File: config.mk
export PLATFORM = sky130hd
export DESIGN_NAME = scil_irq_ctrl
export DESIGN_NICKNAME = d
export VERILOG_FILES = /design/src/common/scil_pkg.sv /design/src/verilog/scil_irq_ctrl.sv /design/src/verilog/scil_wb_slave.sv
export SDC_FILE = /design/constraint.sdc
export NUM_CORES = 1
export LEC_CHECK = 0
export BUFFER_PORTS_ARGS = -buffer_cell sky130_fd_sc_hd__buf_2
export CORE_ASPECT_RATIO = 1.2
export CORE_MARGIN = 1.5
export CORE_UTILIZATION = 38
export CTS_CLUSTER_DIAMETER = 50
export DETAILED_ROUTE_END_ITERATION = 8
export GPL_TIMING_DRIVEN = 0
export PLACE_DENSITY = 0.8
export RECOVER_POWER = 100
export SLEW_MARGIN = 15
export SYNTH_ARGS = -nofsm -noshare
export SYNTH_HDL_FRONTEND = slang
export SYNTH_HIERARCHICAL = 1
export SYNTH_SLANG_ARGS = --single-unit
File: constraint.sdc
create_clock -name clk_sys -period 2.85 [get_ports clk_sys]
set_clock_uncertainty 0.2 [all_clocks]
set_input_delay 0.1425 -clock clk_sys [delete_from_list [all_inputs] [get_ports clk_sys]]
set_output_delay 0.1425 -clock clk_sys [all_outputs]
set_load 0.005 [all_outputs]
File: src/common/scil_pkg.sv
// Purpose: Shared constants and types for the interrupt aggregation block
// Assumes: Wishbone classic slave, 32-bit data, byte addresses
// Notes:   Sixteen event sources, four status words, three enable words
package scil_pkg;

    // ----------------------------------------
    // Sizes
    // ----------------------------------------
    localparam int          SCIL_NUM_SRC   = 16;
    localparam int          SCIL_ST_W      = 4;
    localparam int          SCIL_EN1_W     = 6;
    localparam int          SCIL_EN2_W     = 6;
    localparam int          SCIL_EN3_W     = 4;
    localparam int          SCIL_ADR_W     = 8;

    // ----------------------------------------
    // Register offsets (byte addresses)
    // ----------------------------------------
    localparam logic [7:0]  SCIL_OFS_ST0   = 8'h00;
    localparam logic [7:0]  SCIL_OFS_ST1   = 8'h04;
    localparam logic [7:0]  SCIL_OFS_ST2   = 8'h08;
    localparam logic [7:0]  SCIL_OFS_ST3   = 8'h0c;
    localparam logic [7:0]  SCIL_OFS_EN1   = 8'h10;
    localparam logic [7:0]  SCIL_OFS_EN2   = 8'h14;
    localparam logic [7:0]  SCIL_OFS_EN3   = 8'h18;
    localparam logic [7:0]  SCIL_OFS_CLR   = 8'h1c;

    // ----------------------------------------
    // Field positions inside the source vector
    // ----------------------------------------
    localparam int          SCIL_EN2_POS   = 6;
    localparam int          SCIL_EN3_POS   = 12;

    // ----------------------------------------
    // Reset values
    // ----------------------------------------
    localparam logic [15:0] SCIL_RST_ST    = 16'h0000;
    localparam logic [5:0]  SCIL_RST_EN1   = 6'h00;
    localparam logic [5:0]  SCIL_RST_EN2   = 6'h00;
    localparam logic [3:0]  SCIL_RST_EN3   = 4'h0;
    localparam logic [31:0] SCIL_RST_DAT   = 32'h0000_0000;

    // ----------------------------------------
    // Event sources, bit 0 is the last field
    // ----------------------------------------
    typedef struct packed {
        logic tx_modem_tone;
        logic rx_modem_tone;
        logic ram_access_done;
        logic pm_inactive_tmr;
        logic pm_active_tmr;
        logic ring_inactive_tmr;
        logic ring_active_tmr;
        logic inactive_tmr2;
        logic active_tmr2;
        logic inactive_tmr1;
        logic active_tmr1;
        logic dtmf_digit;
        logic power_alarm;
        logic ground_key;
        logic ring_trip;
        logic loop_ring_gnd;
    } scil_evt_t;

    // ----------------------------------------
    // Wishbone request from the master
    // ----------------------------------------
    typedef struct packed {
        logic        cyc;
        logic        stb;
        logic        we;
        logic [7:0]  adr;
        logic [3:0]  sel;
        logic [31:0] dat;
    } scil_wb_req_t;

endpackage

File: src/verilog/scil_irq_ctrl.sv
// Purpose: Interrupt aggregation with clear-on-read pending flags
// Assumes: Event inputs come from logic on clk_sys
// Notes:   An event input held high keeps setting its enabled flag
//
// Function
// Sixteen named event sources feed the block
// Four status words hold four pending bits each, one per source
// Three enable words, one means enabled
// Only an enabled event sets its flag
// Interrupt pin low while any flag set
// Reading a status word clears its bits
// Pin stays asserted while flags remain
// Host reads status words to find sources
// Event in clearing cycle keeps flag set
`timescale 1ns/100ps
module scil_irq_ctrl (
    // Clock and reset
    input  wire logic                   clk_sys,
    input  wire logic                   rst_b,
    // Wishbone slave
    input  wire scil_pkg::scil_wb_req_t wb_req,
    output logic [31:0]                 wb_dat_o,
    output logic                        wb_ack_o,
    // Event sources
    input  wire scil_pkg::scil_evt_t    evt_in,
    // Interrupt outputs
    output logic                        irq_n_o,
    output logic                        irq_o
);
    import scil_pkg::*;

    // ----------------------------------------
    // Decode helpers
    // ----------------------------------------
    function automatic logic is_status(input logic [7:0] a);
        is_status = (a == SCIL_OFS_ST0) || (a == SCIL_OFS_ST1) ||
                    (a == SCIL_OFS_ST2) || (a == SCIL_OFS_ST3);
    endfunction

    function automatic logic [1:0] status_idx(input logic [7:0] a);
        status_idx = a[3:2];
    endfunction

    function automatic logic [15:0] word_mask(input logic [1:0] k);
        word_mask = 16'h000f << {k, 2'b00};
    endfunction

    function automatic logic [3:0] status_word(input logic [15:0] s, input logic [1:0] k);
        status_word = s[{k, 2'b00} +: 4];
    endfunction

    // ----------------------------------------
    // Declarations
    // ----------------------------------------
    logic [15:0] status_reg;
    logic [15:0] status_next;
    logic [5:0]  en1_reg;
    logic [5:0]  en1_next;
    logic [5:0]  en2_reg;
    logic [5:0]  en2_next;
    logic [3:0]  en3_reg;
    logic [3:0]  en3_next;
    logic [31:0] dat_reg;
    logic [31:0] dat_next;
    logic        irq_n_reg;
    logic        irq_n_next;
    logic        irq_reg;

    logic        take;
    logic        rd_take;
    logic        wr_take;
    logic        ack;

    logic [15:0] evt_vec;
    logic [15:0] en_vec;
    logic [15:0] set_vec;
    logic [15:0] rd_clr_vec;
    logic [15:0] wr_clr_vec;
    logic [15:0] clr_vec;
    logic [1:0]  st_word;
    logic [7:0]  adr;
    logic        hit_st;
    logic        hit_en1;
    logic        hit_en2;
    logic        hit_en3;
    logic        hit_clr;
    logic        wr_lane0;
    logic        wr_lane1;

    // ----------------------------------------
    // Bus handshake
    // ----------------------------------------
    scil_wb_slave u_slave (
        .clk_sys (clk_sys),
        .rst_b   (rst_b),
        .wb_req  (wb_req),
        .take    (take),
        .rd_take (rd_take),
        .wr_take (wr_take),
        .ack_o   (ack)
    );

    // ----------------------------------------
    // Address decode
    // ----------------------------------------
    assign adr      = wb_req.adr;
    assign hit_st   = is_status(adr);
    assign hit_en1  = (adr == SCIL_OFS_EN1);
    assign hit_en2  = (adr == SCIL_OFS_EN2);
    assign hit_en3  = (adr == SCIL_OFS_EN3);
    assign hit_clr  = (adr == SCIL_OFS_CLR);
    assign wr_lane0 = wr_take & wb_req.sel[0];
    assign wr_lane1 = wr_take & wb_req.sel[1];

    // ----------------------------------------
    // Enable words
    // ----------------------------------------
    assign en1_next = (wr_lane0 && hit_en1) ? wb_req.dat[5:0] : en1_reg;
    assign en2_next = (wr_lane0 && hit_en2) ? wb_req.dat[5:0] : en2_reg;
    assign en3_next = (wr_lane0 && hit_en3) ? wb_req.dat[3:0] : en3_reg;
    assign en_vec   = {en3_reg, en2_reg, en1_reg};

    // ----------------------------------------
    // Pending flags
    // ----------------------------------------
    assign evt_vec    = evt_in;
    // Gating at the set keeps masked sources out of the flags entirely
    assign set_vec    = evt_vec & en_vec;
    assign st_word    = status_idx(adr);
    assign rd_clr_vec = (rd_take && hit_st) ? word_mask(st_word) : 16'h0000;
    assign wr_clr_vec = (wr_take && hit_clr) ?
                        ({{8{wr_lane1}}, {8{wr_lane0}}} & wb_req.dat[15:0]) :
                        16'h0000;
    assign clr_vec    = rd_clr_vec | wr_clr_vec;
    // Set after clear so a simultaneous event survives
    assign status_next = (status_reg & ~clr_vec) | set_vec;

    // ----------------------------------------
    // Read data
    // ----------------------------------------
    // Captured from the pre-clear value, so the read shows what it clears
    assign dat_next =
        !rd_take ? SCIL_RST_DAT :
        hit_st   ? {28'h0000000, status_word(status_reg, st_word)} :
        hit_en1  ? {26'h0000000, en1_reg} :
        hit_en2  ? {26'h0000000, en2_reg} :
        hit_en3  ? {28'h0000000, en3_reg} :
        SCIL_RST_DAT;

    // ----------------------------------------
    // Interrupt pin
    // ----------------------------------------
    assign irq_n_next = ~|status_next;

    // ----------------------------------------
    // Registers
    // ----------------------------------------
    always_ff @(posedge clk_sys) begin
        if (!rst_b) begin
            status_reg <= SCIL_RST_ST;
            en1_reg    <= SCIL_RST_EN1;
            en2_reg    <= SCIL_RST_EN2;
            en3_reg    <= SCIL_RST_EN3;
        end else begin
            status_reg <= status_next;
            en1_reg    <= en1_next;
            en2_reg    <= en2_next;
            en3_reg    <= en3_next;
        end
    end

    always_ff @(posedge clk_sys) begin
        if (!rst_b) begin
            dat_reg   <= SCIL_RST_DAT;
            irq_n_reg <= 1'b1;
            irq_reg   <= 1'b0;
        end else begin
            dat_reg   <= dat_next;
            irq_n_reg <= irq_n_next;
            irq_reg   <= ~irq_n_next;
        end
    end

    assign wb_dat_o = dat_reg;
    assign wb_ack_o = ack;
    assign irq_n_o  = irq_n_reg;
    assign irq_o    = irq_reg;

    // ----------------------------------------
    // Assertion helpers
    // ----------------------------------------
    logic [15:0] chk_set;
    logic [15:0] chk_clr_rd;
    logic [3:0]  chk_word;
    logic        chk_rd_st;
    logic        chk_wr_en1;
    logic [5:0]  chk_en1_dat;
    logic        chk_rd_none;
    logic        chk_wr_clr;

    assign chk_set     = set_vec;
    assign chk_clr_rd  = rd_clr_vec;
    assign chk_word    = status_word(status_reg, st_word);
    assign chk_rd_st   = rd_take & hit_st;
    assign chk_wr_en1  = wr_lane0 & hit_en1;
    assign chk_en1_dat = wb_req.dat[5:0];
    assign chk_rd_none = rd_take & ~(hit_st | hit_en1 | hit_en2 | hit_en3);
    assign chk_wr_clr  = wr_take & hit_clr;
endmodule // scil_irq_ctrl

File: src/verilog/scil_wb_slave.sv
// Purpose: Wishbone classic handshake for the interrupt block
// Assumes: Master holds the request until it sees ack
// Notes:   One wait state, ack stands one cycle
`timescale 1ns/100ps
module scil_wb_slave (
    // Clock and reset
    input  wire logic                 clk_sys,
    input  wire logic                 rst_b,
    // Bus request
    input  wire scil_pkg::scil_wb_req_t wb_req,
    // Access strobes
    output logic                      take,
    output logic                      rd_take,
    output logic                      wr_take,
    output logic                      ack_o
);
    import scil_pkg::*;

    logic ack_reg;
    logic ack_next;

    // ----------------------------------------
    // Handshake
    // ----------------------------------------
    // Masking with ack_reg keeps a held request from being taken twice
    assign take     = wb_req.cyc & wb_req.stb & ~ack_reg;
    assign rd_take  = take & ~wb_req.we;
    assign wr_take  = take & wb_req.we;
    assign ack_next = take;
    assign ack_o    = ack_reg;

    always_ff @(posedge clk_sys) begin
        if (!rst_b) begin
            ack_reg <= 1'b0;
        end else begin
            ack_reg <= ack_next;
        end
    end

endmodule // scil_wb_slave
==> impl_table.tex, run 1 <==
\begin{tabular}{lr}
\hline
Metric & Value \\
\hline
\multicolumn{2}{l}{\textbf{Critical path}} \\
Worst Path Class, Setup & reg -> reg \\
Crit path buffers/inverters & 0 \\
Critical Path RT & 2840 ps \\
Arrival time at the worst endpoint & 3030 ps \\
Element type at the critical path end & register \\
Largest delay share family, worst path & simple AND/OR/NAND/NOR gates \\
Crit start category & register \\
Reg-to-reg setup timing slack & -190 ps \\
CP max-delay cell & sky130\_fd\_sc\_hd\_\_or4b\_4 \\
Critical path cell sequence & and4bb\_2 -> or4b\_4 -> or4\_4 -> a32o\_2 -> nor4\_4 -> o2111ai\_2 -> o41a\_1 \\
Slowest cell delay on critical path & 480 ps \\
CP Max Fanout & 4 \\
\multicolumn{2}{l}{\textbf{Global routing}} \\
Largest net degree at the start of global routing & 14 \\
First-pass GRT wire length & 9535 um \\
Number of antenna violations at the first check in global routing & 0 \\
Global route total overflow & 0 \\
Overall Global Routing Usage & 19.81\% \\
Vias in the first global route & 1936 \\
\multicolumn{2}{l}{\textbf{Outcome}} \\
Result of the run & finished with violations \\
Violated checks & negative setup slack \\
\multicolumn{2}{l}{\textbf{Clocking}} \\
Sink Count & 41 \\
CTS tree & built \\
Number of buffers created by CTS & 5 \\
Clock input transition at the sequential cells of the worst setup and hold paths & 80 ps \\
Maximum buffer depth of the clock tree & 2 \\
Clock network latency to the later pin of the worst-skew pair & 300 ps \\
Number of levels in the clock H-tree & 2 \\
CTS Root Cell & sky130\_fd\_sc\_hd\_\_clkbuf\_8 \\
\multicolumn{2}{l}{\textbf{Floorplan}} \\
DIE AREA & 6522 sq um \\
Total core area & 5743 sq um \\
Die X-Extent & 73.98 um \\
Number of standard-cell rows in the floorplan & 30 \\
Die height & 88.17 um \\
Number of primary I/O pins & 100 \\
Starting Density & 40.00\% \\
\multicolumn{2}{l}{\textbf{STA}} \\
Final setup vio count & 2 \\
Total count of max-transition violations in the final report & 0 \\
Worst-case headroom to the max-slew limit & 47.04\% \\
Endpoints failing hold & 0 \\
WHS & 22.05 ps \\
Worst setup margin & -187.5 ps \\
Measured slew at the worst slew-check pin & 791.5 ps \\
Final clock period utilization by the worst path & 106.6\% \\
Accumulated negative setup slack & -262.4 ps \\
Maximum operating frequency & 329.2 MHz \\
Time the final worst path needs with I/O delays and setup & 3038 ps \\
RSZ-0062 raised after global routing & true \\
\multicolumn{2}{l}{\textbf{Final layout}} \\
Antenna diode instance count & 0 \\
Final \#Nets & 418 \\
Filler-free cell count of the finished design & 434 \\
Largest register FFs & 16 \\
Post-route cell area & 3122 sq um \\
Share of layout cells above drive strength 1 & 33.05\% \\
Fill cell total of the finished layout & 522 \\
Share of the core filled with cells & 54.36\% \\
Area growth from synthesis to layout & 35.89\% \\
\multicolumn{2}{l}{\textbf{Route}} \\
First-pass iteration count of the detailed router & 4 \\
Average wire per standard cell & 14.46 um \\
Antenna-violating nets left & 0 \\
Total detailed-routing wirelength & 6276 um \\
Highest metal layer with signal wires & met4 \\
DRC violation total after the first TritonRoute iteration & 188 \\
Routed wire length on met3 & 465 um \\
Number of vias per cell & 4.959 \\
Vias & 2152 \\
WL met1 & 2444 um \\
Remaining design rule violation count & 0 \\
Met2 Wirelength & 3205 um \\
\multicolumn{2}{l}{\textbf{Place}} \\
Worst slack at placement & -317.5 ps \\
Port Buffer Count & 55 \\
Detailed placement HPWL & 4820 um \\
RD Place Congestion & 0.8962 \\
Area after DPL & 2766 sq um \\
Placed instance count & 405 \\
\multicolumn{2}{l}{\textbf{Run}} \\
Number of max-cap violations & 0 \\
\multicolumn{2}{l}{\textbf{Power and ir drop}} \\
Power density over the cells & 373.5 nW/um\^{}2 \\
Leak & 1.323 nW \\
Max IR drop VDD & 0.2699 mV \\
Total power & 1.166 mW \\
\multicolumn{2}{l}{\textbf{Logic synthesis}} \\
Syn\_area\_per\_cell & 9.376 sq um \\
Cell area after synthesis & 2297 sq um \\
Synthesized instance count & 245 \\
YS warnings & 6 \\
\multicolumn{2}{l}{\textbf{Worst hold path}} \\
Type of the tightest min-delay check & in -> reg \\
\hline
\end{tabular}
[final timing paths]
check                     start              to  depth (start not counted)
setup reg to reg  u_slave/ack_o           irq_o                          7
setup / recovery  u_slave/ack_o           irq_o                          7
hold reg to reg      en3_reg[1]      en3_reg[1]                          2
hold / removal       wb_req[11]  status_reg[11]                          4
[timing repair]
| action | in CTS | in global routing |
|---|---|---|
| gates resized for setup | 8 | 1 |
| hold endpoints to repair | 25 | 0 |
| hold buffers | 18 | 0 |
| buffers inserted | 1 | 2 |
| pin swaps | 3 | 1 |
| setup endpoints to repair | 2 | 3 |
[where the power goes]
part	switching, mW	internal [mW]
Combinational	0.0659	0.0855
Sequential	0.000563	0.573
Clock	0.217	0.224
[cells in the final DEF (no fill, tap or decap), types with 3 or more instances in the layout]
master / n
sky130_fd_sc_hd__dfxtp_1: 40
sky130_fd_sc_hd__nor2_1: 9
sky130_fd_sc_hd__clkbuf_8: 9
sky130_fd_sc_hd__nand2_1: 27
sky130_fd_sc_hd__buf_2: 54
sky130_fd_sc_hd__conb_1: 26
sky130_fd_sc_hd__and2_2: 3
sky130_fd_sc_hd__mux2i_1: 25
sky130_fd_sc_hd__a32oi_1: 5
sky130_fd_sc_hd__clkbuf_1: 8
sky130_fd_sc_hd__and2_1: 9
sky130_fd_sc_hd__o21ai_0: 8
sky130_fd_sc_hd__nand4_1: 6
sky130_fd_sc_hd__nor2b_1: 22
sky130_fd_sc_hd__buf_4: 29
sky130_fd_sc_hd__a21boi_0: 6
sky130_fd_sc_hd__dlygate4sd3_1: 18
sky130_fd_sc_hd__nor4b_1: 3
sky130_fd_sc_hd__mux4_2: 4
[metal layers]
layer / track usage (%) / vias to the layer above
met5: 0 / -
met4: 7.744 / 0
met3: 4.833 / 14
met2: 33.60 / 94
met1: 23.83 / 990
li1: - / 1054
[tightest hold or removal path: cells and delay by family]
kind / cells / cell delay (ps)
buffers and inverters: 1 / 100
AND/OR/NAND/NOR: 2 / 150
AO/OA/AOI/OAI: 1 / 90
[area by class of cell]
class	count	area [sq um]	share of cell area, %
inverter	1	3.754	0.1202
buffer	36	261.5	8.377
timing repair buffer	76	475.5	15.23
multi-input combinational	192	1354	43.37
tap	80	100.1	3.206
sequential	41	822.0	26.33
clock buffer	7	96.34	3.086
clock inverter	1	8.758	0.2806
No activity file was read; power rests on OpenSTA's default activity.
==> inputs of run 2 (changes only) <==
==> constraint.sdc (replaced) <==
create_clock -name clk_sys -period 2.85 [get_ports clk_sys]
set_clock_uncertainty 0.2 [all_clocks]
set_input_delay 0.1425 -clock clk_sys [delete_from_list [all_inputs] [get_ports clk_sys]]
set_output_delay 0.1425 -clock clk_sys [all_outputs]
set_load 0.02 [all_outputs]
==> impl_table.tex, run 2 (same netlist as run 1, synthesis figures left out) <==
\begin{tabular}{lr}
\hline
Metric & Value \\
\hline
\multicolumn{2}{l}{\textbf{Outcome}} \\
Result of the run & finished with violations \\
Violated checks & negative setup slack \\
\multicolumn{2}{l}{\textbf{Floorplan}} \\
Starting Density & 40.00\% \\
Number of primary I/O pins & 100 \\
Die height & 88.17 um \\
DIE AREA & 6522 sq um \\
Total core area & 5743 sq um \\
Number of standard-cell rows in the floorplan & 30 \\
Die X-Extent & 73.98 um \\
\multicolumn{2}{l}{\textbf{Final layout}} \\
Share of the core filled with cells & 53.77\% \\
Final \#Nets & 416 \\
Area growth from synthesis to layout & 34.42\% \\
Largest register FFs & 16 \\
Share of layout cells above drive strength 1 & 31.25\% \\
Highest-count cells in the layout ignoring fill and taps & sky130\_fd\_sc\_hd\_\_buf\_2, sky130\_fd\_sc\_hd\_\_dfxtp\_1, sky130\_fd\_sc\_hd\_\_buf\_4, sky130\_fd\_sc\_hd\_\_nand2\_1, sky130\_fd\_sc\_hd\_\_conb\_1 \\
Antenna diode instance count & 0 \\
Fill cell total of the finished layout & 561 \\
Most common library cell in the layout ignoring fill and taps & sky130\_fd\_sc\_hd\_\_buf\_2 \\
Post-route cell area & 3088 sq um \\
Area occupied by registers & 822.0 sq um \\
Total area of multi-input combinational cells & 1346 sq um \\
\multicolumn{2}{l}{\textbf{Clocking}} \\
CTS Root Cell & sky130\_fd\_sc\_hd\_\_clkbuf\_8 \\
CTS tree & built \\
Clock network latency to the later pin of the worst-skew pair & 300 ps \\
Number of buffers created by CTS & 5 \\
Sink Count & 41 \\
Maximum buffer depth of the clock tree & 2 \\
Clock input transition at the sequential cells of the worst setup and hold paths & 80 ps \\
Number of levels in the clock H-tree & 2 \\
\multicolumn{2}{l}{\textbf{Route}} \\
Remaining design rule violation count & 0 \\
Number of vias per cell & 4.975 \\
Average wire per standard cell & 14.80 um \\
First-pass iteration count of the detailed router & 4 \\
Total detailed-routing wirelength & 6393 um \\
DRC violation total after the first TritonRoute iteration & 168 \\
Antenna-violating nets left & 0 \\
Vias & 2149 \\
\multicolumn{2}{l}{\textbf{Power and ir drop}} \\
Leak & 1.281 nW \\
Power density over the cells & 383.7 nW/um\^{}2 \\
Max IR drop VDD & 0.1633 mV \\
\multicolumn{2}{l}{\textbf{Critical path}} \\
Launch point of the worst reg-to-reg path & u\_slave/ack\_o \\
Critical Path RT & 2840 ps \\
Arrival time at the worst endpoint & 2990 ps \\
CP Max Fanout & 4 \\
Crit start category & register \\
Worst setup path startpoint & u\_slave/ack\_o \\
Element type at the critical path end & register \\
Worst Path Class, Setup & reg -> reg \\
\multicolumn{2}{l}{\textbf{Worst hold path}} \\
Type of the tightest min-delay check & in -> reg \\
Hold Crit Start & wb\_req[11] \\
\multicolumn{2}{l}{\textbf{STA}} \\
Final setup vio count & 2 \\
Final clock period utilization by the worst path & 105.4\% \\
Accumulated negative setup slack & -157.5 ps \\
Worst setup margin & -154.0 ps \\
Time the final worst path needs with I/O delays and setup & 3004 ps \\
Worst-case headroom to the max-slew limit & 41.31\% \\
Endpoints failing hold & 0 \\
RSZ-0062 raised after global routing & true \\
Maximum operating frequency & 332.9 MHz \\
Total count of max-transition violations in the final report & 0 \\
Measured slew at the worst slew-check pin & 868.1 ps \\
\multicolumn{2}{l}{\textbf{Place}} \\
Area after DPL & 2768 sq um \\
RD Place Congestion & 0.8935 \\
Worst slack at placement & -396.8 ps \\
Detailed placement HPWL & 4851 um \\
Port Buffer Count & 55 \\
\multicolumn{2}{l}{\textbf{Global routing}} \\
First-pass GRT wire length & 9873 um \\
Overall Global Routing Usage & 20.36\% \\
Number of antenna violations at the first check in global routing & 0 \\
Global route total overflow & 0 \\
Vias in the first global route & 2032 \\
Largest net degree at the start of global routing & 14 \\
\multicolumn{2}{l}{\textbf{Run}} \\
Number of max-cap violations & 0 \\
\hline
\end{tabular}
==> run 2: cell types whose count changed in the layout (fill, tap and decap cells not counted), moves of 2 or more <==
| cell | delta |
|---|---|
| sky130_fd_sc_hd__clkbuf_1 | +7 |
| sky130_fd_sc_hd__and2_1 | -2 |
| sky130_fd_sc_hd__buf_2 | -7 |
| sky130_fd_sc_hd__and2_0 | +2 |
==> run 2: worst max-delay path, cell delays in order (launching register included) <==
cell,delay (ps)
sky130_fd_sc_hd__dfxtp_2,340
sky130_fd_sc_hd__and4bb_2,300
sky130_fd_sc_hd__or4b_4,470
sky130_fd_sc_hd__or4_4,450
sky130_fd_sc_hd__a32o_2,290
sky130_fd_sc_hd__nor4_4,340
sky130_fd_sc_hd__o2111ai_2,180
sky130_fd_sc_hd__o41a_1,330
==> run 2: power breakdown <==
group          switching [mW]  internal [mW]  total, mW
clock network           0.214          0.224      0.437
registers            0.000569          0.573      0.574
logic                  0.0883         0.0857      0.174
==> run 2: layer usage <==
layer	routed length [um]	up-vias	global-route usage (%)
li1	-	1050	-
met1	2530	991	22.73
met2	3194	89	36.28
met3	470	19	4.718
met4	197	0	8.923
met5	0	-	0
==> run 2: per-stage QoR <==
| step | power, mW | cells | hold WS (ps) |
|---|---|---|---|
| 2_1_floorplan | 0.6865 | 270 | 70.66 |
| 3_3_place_gp | 0.7386 | 405 | 218.9 |
| 3_5_place_dp | 0.7390 | 405 | 231.0 |
| 4_1_cts | 1.187 | 432 | 10.89 |
| 5_1_grt | 1.220 | 432 | 63.59 |
| 6_report | 1.185 | 432 | 19.13 |
==> run 2: timing repair <==
action                                  CTS  global route
setup buffers                             2             0
hold buffers                             17             0
endpoints found under the hold margin    25             0
endpoints found under the setup margin    2             2
pin swaps                                 2             3
resized for setup                         6             2
==> run 2: final cells by class <==
type                    count  area share, %
plain buffers              36          8.468
well taps                  80          3.241
flip-flops and latches     41          26.62
clock inverters             1         0.2836
clock buffers               7          3.120
multi-input cells         192          43.60
repair buffers             74          14.55
inverters                   1         0.1216
==> run 2: final timing paths <==
check	end	slack [ps]	cells after the start
worst min-delay path	status_reg[11]	20	4
worst max-delay path	irq_o	-150	7
worst max register to register	irq_o	-150	7
worst min register to register	en3_reg[1]	320	2
